## config.mk

```make
export PLATFORM = sky130hd
export DESIGN_NAME = atr_register_bank
export DESIGN_NICKNAME = d
export VERILOG_FILES = /design/src/rtl/atr_pkg.sv /design/src/rtl/atr_register_bank.sv
export SDC_FILE = /design/constraint.sdc
export NUM_CORES = 1
export LEC_CHECK = 0
export BUFFER_PORTS_ARGS = -buffer_cell sky130_fd_sc_hd__buf_2
export CAP_MARGIN = 20
export CORE_MARGIN = 4
export CORE_UTILIZATION = 35
export DETAILED_ROUTE_END_ITERATION = 10
export PLACE_DENSITY_LB_ADDON = 0.08
export SYNTH_ARGS = -nofsm -noshare
export SYNTH_HDL_FRONTEND = slang
export SYNTH_SLANG_ARGS = --single-unit
```

## constraint.sdc

```tcl
create_clock -name core_clk -period 6.8 [get_ports core_clk]
set_input_delay 0.68 -clock core_clk [delete_from_list [all_inputs] [get_ports core_clk]]
set_output_delay 0.68 -clock core_clk [all_outputs]
set_load 0.005 [all_outputs]
```

## src/rtl/atr_pkg.sv

```systemverilog
// package: register map, field layout and carrier types of the trim bank
package atr_pkg;

    // register offsets
    localparam logic [7:0] ADDR_DATA_STATUS = 8'h00;
    localparam logic [7:0] ADDR_X_SAMPLE_HIGH = 8'h01;
    localparam logic [7:0] ADDR_X_SAMPLE_LOW = 8'h02;
    localparam logic [7:0] ADDR_Y_SAMPLE_HIGH = 8'h03;
    localparam logic [7:0] ADDR_Y_SAMPLE_LOW = 8'h04;
    localparam logic [7:0] ADDR_Z_SAMPLE_HIGH = 8'h05;
    localparam logic [7:0] ADDR_Z_SAMPLE_LOW = 8'h06;
    localparam logic [7:0] ADDR_OPERATING_STATE = 8'h0b;
    localparam logic [7:0] ADDR_EVENT_SOURCE_FLAGS = 8'h0c;
    localparam logic [7:0] ADDR_PART_IDENTITY = 8'h0d;
    localparam logic [7:0] ADDR_FULL_SCALE_CONFIG = 8'h0e;
    localparam logic [7:0] ADDR_HIGHPASS_CUTOFF_CONFIG = 8'h0f;
    localparam logic [7:0] ADDR_ORIENTATION_STATUS = 8'h10;
    localparam logic [7:0] ADDR_ORIENTATION_CONFIG = 8'h11;
    localparam logic [7:0] ADDR_ORIENTATION_DEBOUNCE = 8'h12;
    localparam logic [7:0] ADDR_ORIENTATION_TILT_COMP = 8'h13;
    localparam logic [7:0] ADDR_ORIENTATION_THRESHOLD = 8'h14;
    localparam logic [7:0] ADDR_FALL_MOTION_CONFIG = 8'h15;
    localparam logic [7:0] ADDR_FALL_MOTION_SOURCE = 8'h16;
    localparam logic [7:0] ADDR_FALL_MOTION_THRESHOLD = 8'h17;
    localparam logic [7:0] ADDR_FALL_MOTION_DEBOUNCE = 8'h18;
    localparam logic [7:0] ADDR_JOLT_CONFIG = 8'h1d;
    localparam logic [7:0] ADDR_JOLT_SOURCE = 8'h1e;
    localparam logic [7:0] ADDR_JOLT_THRESHOLD = 8'h1f;
    localparam logic [7:0] ADDR_JOLT_DEBOUNCE = 8'h20;
    localparam logic [7:0] ADDR_TAP_CONFIG = 8'h21;
    localparam logic [7:0] ADDR_TAP_SOURCE = 8'h22;
    localparam logic [7:0] ADDR_TAP_THRESHOLD_X = 8'h23;
    localparam logic [7:0] ADDR_TAP_THRESHOLD_Y = 8'h24;
    localparam logic [7:0] ADDR_TAP_THRESHOLD_Z = 8'h25;
    localparam logic [7:0] ADDR_TAP_FIRST_TIMER = 8'h26;
    localparam logic [7:0] ADDR_TAP_LATENCY = 8'h27;
    localparam logic [7:0] ADDR_TAP_SECOND_WINDOW = 8'h28;
    localparam logic [7:0] ADDR_AUTOSLEEP_COUNT = 8'h29;
    localparam logic [7:0] ADDR_PRIMARY_CONTROL = 8'h2a;
    localparam logic [7:0] ADDR_SECONDARY_CONTROL = 8'h2b;
    localparam logic [7:0] ADDR_WAKE_SOURCE_CONTROL = 8'h2c;
    localparam logic [7:0] ADDR_INTERRUPT_ENABLE_MAP = 8'h2d;
    localparam logic [7:0] ADDR_INTERRUPT_PIN_ROUTING = 8'h2e;
    localparam logic [7:0] ADDR_X_OFFSET_TRIM = 8'h2f;
    localparam logic [7:0] ADDR_Y_OFFSET_TRIM = 8'h30;
    localparam logic [7:0] ADDR_Z_OFFSET_TRIM = 8'h31;
    localparam logic [7:0] ADDR_LAST_RW = 8'h31;

    // writable-bit masks; zero bits are fixed zero
    localparam logic [7:0] MASK_FULL = 8'hff;
    localparam logic [7:0] MASK_FULL_SCALE = 8'h03;
    localparam logic [7:0] MASK_HIGHPASS = 8'h33;
    localparam logic [7:0] MASK_ORIENT_CFG = 8'hc0;
    localparam logic [7:0] MASK_TILT_COMP = 8'hc7;
    localparam logic [7:0] MASK_FALL_CFG = 8'hf8;
    localparam logic [7:0] MASK_JOLT_CFG = 8'h1f;
    localparam logic [7:0] MASK_TAP_THRESHOLD = 8'h7f;
    localparam logic [7:0] MASK_SECONDARY = 8'hdf;
    localparam logic [7:0] MASK_WAKE = 8'h7b;
    localparam logic [7:0] MASK_INT_MAP = 8'hbd;

    // reset values
    localparam logic [7:0] RESET_REG = 8'h00;
    localparam logic [7:0] RESET_TRIM = 8'h00;

    // field positions
    localparam int FS_LO = 0;
    localparam int CUTOFF_SELECT_LO = 0;
    localparam int CUTOFF_SELECT_HI = 1;
    localparam int TAP_LOWPASS_ENABLE = 4;
    localparam int TAP_HIGHPASS_BYPASS = 5;
    localparam int ACTIVE_BIT = 0;
    localparam int SRC_DATA_READY_BIT = 0;

    // sample and trim widths
    localparam int SAMPLE_W = 10;
    localparam int TRIM_W = 8;

    // host register port request
    typedef struct packed {
        logic rd;
        logic wr;
        logic [7:0] addr;
        logic [7:0] wdata;
    } atr_host_req_type;

    // state reported by the detection engines
    typedef struct packed {
        logic [1:0] op_state;
        logic [7:0] event_src;
        logic [7:0] orient_status;
        logic [7:0] fall_src;
        logic [7:0] jolt_src;
        logic [7:0] tap_src;
    } atr_engine_status_type;

    // settings handed to the rest of the device
    typedef struct packed {
        logic active;
        logic [1:0] full_scale;
        logic [1:0] cutoff_select;
        logic tap_highpass_bypass;
        logic tap_lowpass_enable;
        logic [7:0] x_trim;
        logic [7:0] y_trim;
        logic [7:0] z_trim;
    } atr_config_type;

endpackage : atr_pkg

```

## src/rtl/atr_register_bank.sv

```systemverilog
// register bank of the accelerometer with per-axis offset trim
`timescale 1ns/1ps
// Notes on behaviour
// - each axis reading gets a signed per-axis trim added to realign 0 g.
// - one trim step is worth 2 mg of shift in the corrected reading.
// - each trim is an 8-bit two's complement value spanning -256 to +254 mg.
// - after reset all three trims are zero so no shift is applied.
// - the x, y and z trims sit at 0x2f..0x31 and read back as written.
// - tap threshold registers keep bits 6..0 and bit 7 reads zero.
// - the highpass register has cutoff in 1..0, bypass 5, lowpass 4.
// - tilt comp has trip bits 7..6, lock angle 2..0, bits 5..3 zero.
// - the tap first timer is a full 8-bit read/write value.
module atr_register_bank
    import atr_pkg::*;
#(
    parameter logic [7:0] PART_ID = 8'h5a // arbitrary identity value
) (
    input wire logic core_clk,
    input wire logic rst_n,
    input wire atr_host_req_type host_req,
    output logic [7:0] rd_data,
    output logic rd_valid,
    input wire logic sample_valid,
    input wire logic [SAMPLE_W-1:0] raw_x,
    input wire logic [SAMPLE_W-1:0] raw_y,
    input wire logic [SAMPLE_W-1:0] raw_z,
    input wire atr_engine_status_type engine_status,
    output atr_config_type config_out,
    output logic data_ready
);

    // writable mask per address; zero mask means read-only or unmapped
    function automatic logic [7:0] write_mask(input logic [7:0] addr);
        logic [7:0] m;
        m = 8'h00;
        unique case (addr)
            ADDR_FULL_SCALE_CONFIG: m = MASK_FULL_SCALE;
            ADDR_HIGHPASS_CUTOFF_CONFIG: m = MASK_HIGHPASS;
            ADDR_ORIENTATION_CONFIG: m = MASK_ORIENT_CFG;
            ADDR_ORIENTATION_TILT_COMP: m = MASK_TILT_COMP;
            ADDR_FALL_MOTION_CONFIG: m = MASK_FALL_CFG;
            ADDR_JOLT_CONFIG: m = MASK_JOLT_CFG;
            ADDR_TAP_THRESHOLD_X,
            ADDR_TAP_THRESHOLD_Y,
            ADDR_TAP_THRESHOLD_Z: m = MASK_TAP_THRESHOLD;
            ADDR_SECONDARY_CONTROL: m = MASK_SECONDARY;
            ADDR_WAKE_SOURCE_CONTROL: m = MASK_WAKE;
            ADDR_INTERRUPT_ENABLE_MAP,
            ADDR_INTERRUPT_PIN_ROUTING: m = MASK_INT_MAP;
            ADDR_ORIENTATION_DEBOUNCE,
            ADDR_ORIENTATION_THRESHOLD,
            ADDR_FALL_MOTION_THRESHOLD,
            ADDR_FALL_MOTION_DEBOUNCE,
            ADDR_JOLT_THRESHOLD,
            ADDR_JOLT_DEBOUNCE,
            ADDR_TAP_CONFIG,
            ADDR_TAP_FIRST_TIMER,
            ADDR_TAP_LATENCY,
            ADDR_TAP_SECOND_WINDOW,
            ADDR_AUTOSLEEP_COUNT,
            ADDR_PRIMARY_CONTROL,
            ADDR_X_OFFSET_TRIM,
            ADDR_Y_OFFSET_TRIM,
            ADDR_Z_OFFSET_TRIM: m = MASK_FULL;
            default: m = 8'h00;
        endcase
        return m;
    endfunction : write_mask

    // raw plus trim, trim rescaled from 2 mg steps to the output lsb
    function automatic logic [SAMPLE_W-1:0] apply_trim(
        input logic [SAMPLE_W-1:0] raw,
        input logic [TRIM_W-1:0] trim,
        input logic [1:0] fs
    );
        logic signed [SAMPLE_W+1:0] wide_trim;
        logic signed [SAMPLE_W+1:0] sum;
        logic [1:0] shift;
        wide_trim = '0;
        sum = '0;
        shift = (fs == 2'b11) ? 2'd2 : fs;
        // 2 mg trim over 3.9/7.8/15.6 mg lsb: shift right by fs+1, by 3 for fs 3 as for fs 2
        wide_trim = (SAMPLE_W+2)'(signed'(trim));
        wide_trim = wide_trim >>> (shift + 2'd1);
        sum = (SAMPLE_W+2)'(signed'(raw)) + wide_trim;
        // saturate instead of wrapping so a big trim cannot flip the sign
        if (sum > (SAMPLE_W+2)'(signed'({1'b0, {(SAMPLE_W-1){1'b1}}}))) begin
            return {1'b0, {(SAMPLE_W-1){1'b1}}};
        end else if (sum < (SAMPLE_W+2)'(signed'({1'b1, {(SAMPLE_W-1){1'b0}}})))
        begin
            return {1'b1, {(SAMPLE_W-1){1'b0}}};
        end
        return sum[SAMPLE_W-1:0];
    endfunction : apply_trim

    // read/write register storage, indexed by the low address bits
    logic [7:0] rw_mem_reg [0:63];
    logic [SAMPLE_W-1:0] x_out_reg;
    logic [SAMPLE_W-1:0] y_out_reg;
    logic [SAMPLE_W-1:0] z_out_reg;
    logic [2:0] ready_reg;
    logic [2:0] ready_next;
    logic [2:0] overrun_reg;
    logic [2:0] overrun_next;
    logic [7:0] rd_data_reg;
    logic rd_valid_reg;
    logic data_ready_reg;
    atr_config_type config_reg;

    // decode of the host request
    wire logic [7:0] wr_mask = write_mask(host_req.addr);
    wire logic wr_hit = host_req.wr && (wr_mask != 8'h00);
    wire logic addr_in_mem = host_req.addr <= ADDR_LAST_RW;
    wire logic [5:0] mem_idx = host_req.addr[5:0];
    wire logic [7:0] mem_word = addr_in_mem ? rw_mem_reg[mem_idx] : 8'h00;
    wire logic [7:0] x_trim = rw_mem_reg[ADDR_X_OFFSET_TRIM[5:0]];
    wire logic [7:0] y_trim = rw_mem_reg[ADDR_Y_OFFSET_TRIM[5:0]];
    wire logic [7:0] z_trim = rw_mem_reg[ADDR_Z_OFFSET_TRIM[5:0]];
    wire logic [1:0] full_scale =
        rw_mem_reg[ADDR_FULL_SCALE_CONFIG[5:0]][FS_LO +: 2];

    // reading an axis high byte clears that axis' ready and overrun bits
    wire logic [2:0] clr_axis = {
        host_req.rd && host_req.addr == ADDR_Z_SAMPLE_HIGH,
        host_req.rd && host_req.addr == ADDR_Y_SAMPLE_HIGH,
        host_req.rd && host_req.addr == ADDR_X_SAMPLE_HIGH};
    wire logic [2:0] set_axis = {3{sample_valid}};
    // set wins over clear so a sample in the read cycle is not lost
    assign ready_next = set_axis | (ready_reg & ~clr_axis);
    assign overrun_next = (set_axis & ready_reg) | (overrun_reg & ~clr_axis);

    // read-only images
    wire logic [7:0] status_word = {|overrun_reg, overrun_reg[2],
        overrun_reg[1], overrun_reg[0], |ready_reg, ready_reg[2],
        ready_reg[1], ready_reg[0]};
    wire logic [7:0] event_word = {engine_status.event_src[7:1], |ready_reg};

    // read mux; unmapped addresses read zero
    wire logic [7:0] rd_mux =
        (host_req.addr == ADDR_DATA_STATUS) ? status_word :
        (host_req.addr == ADDR_X_SAMPLE_HIGH) ? x_out_reg[9:2] :
        (host_req.addr == ADDR_X_SAMPLE_LOW) ? {x_out_reg[1:0], 6'h00} :
        (host_req.addr == ADDR_Y_SAMPLE_HIGH) ? y_out_reg[9:2] :
        (host_req.addr == ADDR_Y_SAMPLE_LOW) ? {y_out_reg[1:0], 6'h00} :
        (host_req.addr == ADDR_Z_SAMPLE_HIGH) ? z_out_reg[9:2] :
        (host_req.addr == ADDR_Z_SAMPLE_LOW) ? {z_out_reg[1:0], 6'h00} :
        (host_req.addr == ADDR_OPERATING_STATE) ?
            {6'h00, engine_status.op_state} :
        (host_req.addr == ADDR_EVENT_SOURCE_FLAGS) ? event_word :
        (host_req.addr == ADDR_PART_IDENTITY) ? PART_ID :
        (host_req.addr == ADDR_ORIENTATION_STATUS) ?
            engine_status.orient_status :
        (host_req.addr == ADDR_FALL_MOTION_SOURCE) ? engine_status.fall_src :
        (host_req.addr == ADDR_JOLT_SOURCE) ? engine_status.jolt_src :
        (host_req.addr == ADDR_TAP_SOURCE) ? engine_status.tap_src :
        mem_word;

    // storage: masked writes, all zero after reset
    always_ff @(posedge core_clk) begin
        if (!rst_n) begin
            for (int i = 0; i < 64; i++) begin
                rw_mem_reg[i] <= RESET_REG;
            end
        end else if (wr_hit) begin
            rw_mem_reg[mem_idx] <= host_req.wdata & wr_mask;
        end
    end

    // corrected samples land in the output registers
    always_ff @(posedge core_clk) begin
        if (!rst_n) begin
            x_out_reg <= '0;
            y_out_reg <= '0;
            z_out_reg <= '0;
        end else if (sample_valid) begin
            x_out_reg <= apply_trim(raw_x, x_trim, full_scale);
            y_out_reg <= apply_trim(raw_y, y_trim, full_scale);
            z_out_reg <= apply_trim(raw_z, z_trim, full_scale);
        end
    end

    // status flags and host read answer
    always_ff @(posedge core_clk) begin
        if (!rst_n) begin
            ready_reg <= 3'b000;
            overrun_reg <= 3'b000;
            rd_data_reg <= 8'h00;
            rd_valid_reg <= 1'b0;
            data_ready_reg <= 1'b0;
        end else begin
            ready_reg <= ready_next;
            overrun_reg <= overrun_next;
            rd_data_reg <= host_req.rd ? rd_mux : rd_data_reg;
            rd_valid_reg <= host_req.rd;
            // taken from the next flags so the pin is a flop, same timing
            data_ready_reg <= |ready_next;
        end
    end

    // settings copy; one cycle behind the storage, kept registered
    always_ff @(posedge core_clk) begin
        if (!rst_n) begin
            config_reg <= '0;
        end else begin
            config_reg.active <=
                rw_mem_reg[ADDR_PRIMARY_CONTROL[5:0]][ACTIVE_BIT];
            config_reg.full_scale <= full_scale;
            config_reg.cutoff_select <= rw_mem_reg[
                ADDR_HIGHPASS_CUTOFF_CONFIG[5:0]][CUTOFF_SELECT_HI:
                CUTOFF_SELECT_LO];
            config_reg.tap_highpass_bypass <= rw_mem_reg[
                ADDR_HIGHPASS_CUTOFF_CONFIG[5:0]][TAP_HIGHPASS_BYPASS];
            config_reg.tap_lowpass_enable <= rw_mem_reg[
                ADDR_HIGHPASS_CUTOFF_CONFIG[5:0]][TAP_LOWPASS_ENABLE];
            config_reg.x_trim <= x_trim;
            config_reg.y_trim <= y_trim;
            config_reg.z_trim <= z_trim;
        end
    end

    assign rd_data = rd_data_reg;
    assign rd_valid = rd_valid_reg;
    assign config_out = config_reg;
    assign data_ready = data_ready_reg;
endmodule : atr_register_bank

```

After elaboration in Yosys (flattened, before gate mapping):

Memory sizes are Yosys's and may differ from the RTL's. A register that Yosys moved wholly into a read port is not among the register bits.
Cells that the tools add are included.

* register bits: 72
* bits in read-only memories: 512
* word-level logic and storage cells: 107
* memories kept: 2
* memory bits (writable): 512
* input port bits: 93
* output and inout port bits: 41

* magnitude comparators: 7
* bitwise operators: 7
* reduce and logical (&&, ||, !) cells: 13
* equality and inequality tests: 14
* add/subtract/negate cells: 4
* shifts and indexed selects: 3
* multiplexer cells: 45

Memories
* (name not given): words 64, width 8, rd ports 1, clocked after memory_dff 0, wr ports 0, RTL line atr_register_bank.sv:36 `unique case (addr)`
* rw_mem_reg: words 64, width 8, rd ports 7, clocked after memory_dff 2, wr ports 64, RTL line atr_register_bank.sv:97 `logic [7:0] rw_mem_reg [0:63];`

Operator list (number)
* 8-bit two-way mux: 17
* 10-bit two-way mux: 9
* 10-bit by 12-bit adder with 12-bit output: 3
* 12-bit by 10-bit greater-than comparator with 1-bit output (second input constant): 3
* 12-bit by 10-bit < comparator with 1-bit output (second input constant): 3
* 8-bit by 2-bit >>> shifter with 12-bit output: 3
* 8-bit by 3-bit == test with 1-bit output (second input constant): 3
* 8-bit by 4-bit == test with 1-bit output (second input constant): 3
* 8-bit by 5-bit == test with 1-bit output (second input constant): 3
* 1-bit two-way mux: 17
* 8-bit by 2-bit == test with 1-bit output (second input constant): 2
* 3-bit bitwise AND: 3
* 3-bit OR reduction: 3
* 8-bit bitwise AND: 1
* 8-bit by 1-bit == test with 1-bit output (second input constant): 1
* 8-bit by 6-bit == test with 1-bit output (second input constant): 1
* 8-bit by 6-bit <= comparator with 1-bit output (second input constant): 1
* 8-bit zero test: 1
* 8-bit nonzero test: 1
* 8-bit OR reduction: 1
* 6-bit two-way mux: 1
* 3-bit bitwise OR: 2
* 1-bit logical AND: 4
* 3-bit NOT: 1
* other kinds (5): 6

Logic depth before layout (Yosys ltp):

* depth in word-level cells: 16
* gate-level depth with buffers: 17
* gate-level depth less buffers: 12

Least setup slack after synthesis:

OpenSTA, ideal clock, no wires.

* kind: input port to flip-flop
* start: input host_req[9] (netlist bit)
* end: memory rw_mem_reg[27][0], enable pin
* library setup time: 0.384 ns
* slack: 2.269 ns
* data required time: 6.416 ns
* data arrival time: 4.147 ns
* path buffers: 7
* cell stages on the path: 14
* cells stage by stage: buf_2 > buf_2 > buf_1 > buf_2 > inv_1 > ha_1 > a221o_1 > a21o_1 > a211o_1 > buf_2 > nand2b_1 > clkbuf_1 > clkbuf_1 > o21ai_0

RTL lines
* start, declared: RTL line atr_register_bank.sv:20 `input wire atr_host_req_type host_req,`
* end, declared: RTL line atr_register_bank.sv:97

==> impl_metrics.tcl <==
set metrics [dict create \
    final_common_cell "edfxtp_1" \
    synthesis.area_sq_mm 0.0279 \
    yosysUniqueCellTypes 78 \
    setup_viol 0 \
    r2r_start "rw_mem_reg[14][0]$_SDFFCE_PN0P_" \
    crit_start "host_req[9]" \
    crit_required_ns 7.12 \
    status "complete, no violations" \
    core_sq_mm 0.0790 \
    fin_nets 2579 \
    rr_worst_depth 12 \
    grt_pass1_vias 19300 \
    crit_type "in2reg" \
    worstSkewPairLatency_ns 0.62 \
    critPathCaptureType "register" \
    drtIter0Drc 1687 \
    post_drt_wl_per_cell_microns 27.0 \
    vias 19600 \
    synth-async-reset-ratio_pct 0 \
    synth_edf_count 504 \
    drc 0 \
    timing.hold.ws_ns 0.499 \
    cts_buffer_depth 3 \
    startpoint_type "input port" \
    ant_nets 0 \
    worstPathArrival_ns 4.93 \
    syn_avg_cell_area_sq_um 12.8 \
    synth_cells 2180 \
    min_period_ns 4.62 \
    place_inst 3414 \
    place_ws_ns 1.49 \
    viasPerCell 5.52 \
    port-buffer-count 132 \
    post-route-period-util_pct 67.9 \
    gp_congestion 0.914 \
    rows 103 \
    dieArea_sq_mm 0.0843 \
    cts_buffers 69 \
    ys_ff_latch 581 \
    relSlewSlack_pct 22.7 \
    fin_util_pct 41.3 \
    final_hold_viol_count 0 \
    maxSlewViolCount 0 \
    die_w_microns 290 \
    skew_ns 0.0293 \
    fillers 7455 \
    busiest_layer "met2" \
    cts_htree_levels 3 \
    firstDrtPassIters 5 \
    syn_to_final_growth_pct 17.1 \
    die_h_microns 290 \
    wirelength_microns 95800 \
    grt_use_met3_pct 3.59 \
    cts_tree "done" \
    max_freq_mhz 217 \
    cts_hold_buf 0 \
    grt_first_pass_wirelength_microns 139000 \
    yosysSeqAreaShare_pct 59.8 \
    worst-r2r-setup-slack_ns 3.11 \
    fin_ws_ns 2.18 \
    met1_usage_pct 30.3 \
    boundaryPins 134 \
    grtUsageTotal_pct 22.4 \
    clockRootBuffer "clkbuf_16" \
    endpoint "rw_mem_reg[55][6]$_SDFFCE_PN0P_" \
    grt_max_degree 73 \
    cts.clk_slew.worst_paths_ns 0.06 \
    netlist_top_cells_area "edfxtp_1 54%, mux4_2 9.0%, dfxtp_1 5.5%" \
    antenna_found_initial 2 \
    drive_above_1_share_pct 21.1 \
    drv_cap 0 \
    p_leak_nw 11.3 \
    yosys_most_used_dff "edfxtp_1" \
    setup_tns_ns 0 \
    postCtsSetupBuffers 0 \
    overflow 0 \
    tightest_slew_ns 1.13 \
    final_cell_mix "504 x edfxtp_1, 218 x nor3_1, 158 x nor2_1" \
    crit-reg2reg-capture "z_out_reg[7]$_SDFFE_PN0P_" \
    grt_use_met2_pct 36.8 \
    cts_resized 0 \
    min_path_type "reg2reg" \
    dpl.hpwl_microns 66100 \
    grt_setup_unrepaired "false" \
    cts_sinks 581 \
    ir_drop_v 0.000148 \
    final_cells 3543 \
    synth_top_area_share_pct 54.3 \
    cp_max_fo 60 \
    ys_warn_count 0 \
    powerDensity_mw_per_mm2 271 \
    synth_top_area_cell "edfxtp_1" \
    initial_core_util_pct 35.3 \
    largest_reg_flops 504 \
]
[per-stage QoR]
step           area (sq um)  power, mW
6_report              32700       8.84
5_1_grt               32600       9.16
4_1_cts               32600       8.93
3_5_place_dp          30400       5.20
3_3_place_gp          30400       5.19
2_1_floorplan         28500       4.78
[logic make-up after synthesis]
| kind of cell | share of synthesized area (%) |
|---|---|
| buffers and inverters | 3.67 |
| AO/OA/AOI/OAI | 8.68 |
| AND/OR/NAND/NOR | 13.4 |
| multiplexers | 11.5 |
| adder cells (fa/ha/maj) | 2.28 |
| XOR/XNOR | 0.597 |
| other | 0.0134 |
| flip-flops | 59.8 |
[worst min path at each step]
stage	slack, ns	from	cells after the start	endpoint
3_5_place_dp	0.49	x_out_reg[7]$_SDFFE_PN0P_	2	x_out_reg[7]$_SDFFE_PN0P_
5_1_grt	0.52	rst_n	3	rd_valid$_SDFF_PN0_
6_report	0.50	x_out_reg[7]$_SDFFE_PN0P_	2	x_out_reg[7]$_SDFFE_PN0P_
4_1_cts	0.46	rst_n	3	rd_valid$_SDFF_PN0_
2_1_floorplan	0.44	rw_mem_reg[42][0]$_SDFFCE_PN0P_	1	config_out[30]$_SDFF_PN0_
3_3_place_gp	0.49	x_out_reg[7]$_SDFFE_PN0P_	2	x_out_reg[7]$_SDFFE_PN0P_
[power breakdown]
part | switching, mW | internal [mW] | leakage (nW) | total [mW]
registers | 0.0953 | 4.10 | 5.47 | 4.19
logic | 0.594 | 0.340 | 4.71 | 0.934
clock network | 1.53 | 2.19 | 1.10 | 3.72
[worst max-delay path: stages]
cell	delay, ns
buf_6	0.27
inv_1	0.26
ha_1	0.42
nor2b_1	0.18
o21ai_1	0.11
a31oi_2	0.43
o21ai_1	0.20
a211oi_1	0.71
nand2_2	0.50
o21ai_0	0.83
buf_4	0.28
[cell type report]
class | count | area [sq um] | area share, %
clock inverter | 39 | 429 | 1.31
clock buffer | 87 | 1830 | 5.59
sequential | 581 | 16700 | 51.1
timing repair buffer | 231 | 1450 | 4.45
antenna | 1 | 2.50 | 0.00766
inverter | 43 | 161 | 0.494
tap | 1050 | 1310 | 4.02
multi-input combinational | 1511 | 10800 | 33.0
[cell usage after synthesis (8+ instances only)]
cell type,number
a211oi_1,12
xnor2_1,12
buf_6,8
nor2_1,158
buf_1,11
and3_1,9
o22ai_1,13
nor3_1,218
edfxtp_1,504
mux4_2,111
mux2i_1,47
o211ai_1,27
nand3_1,50
a22oi_1,16
a31oi_1,13
inv_1,41
nand2_1,134
mux2_2,22
o21ai_0,125
nor3_2,48
a32oi_1,8
dfxtp_1,77
o21ai_1,9
a21o_1,10
buf_2,31
ha_1,46
nand2b_1,9
a21oi_1,66
clkbuf_1,139
nor2b_1,24
a221oi_1,9
and2_1,35
[layer usage]
| layer | up-vias | share of wire (%) |
|---|---|---|
| met5 | - | 0.017 |
| li1 | 8731 | - |
| met3 | 148 | 6.7 |
| met1 | 9886 | 42 |
| met2 | 804 | 48 |
| met4 | 2 | 3.2 |
Power figures use the tool's default switching activity.
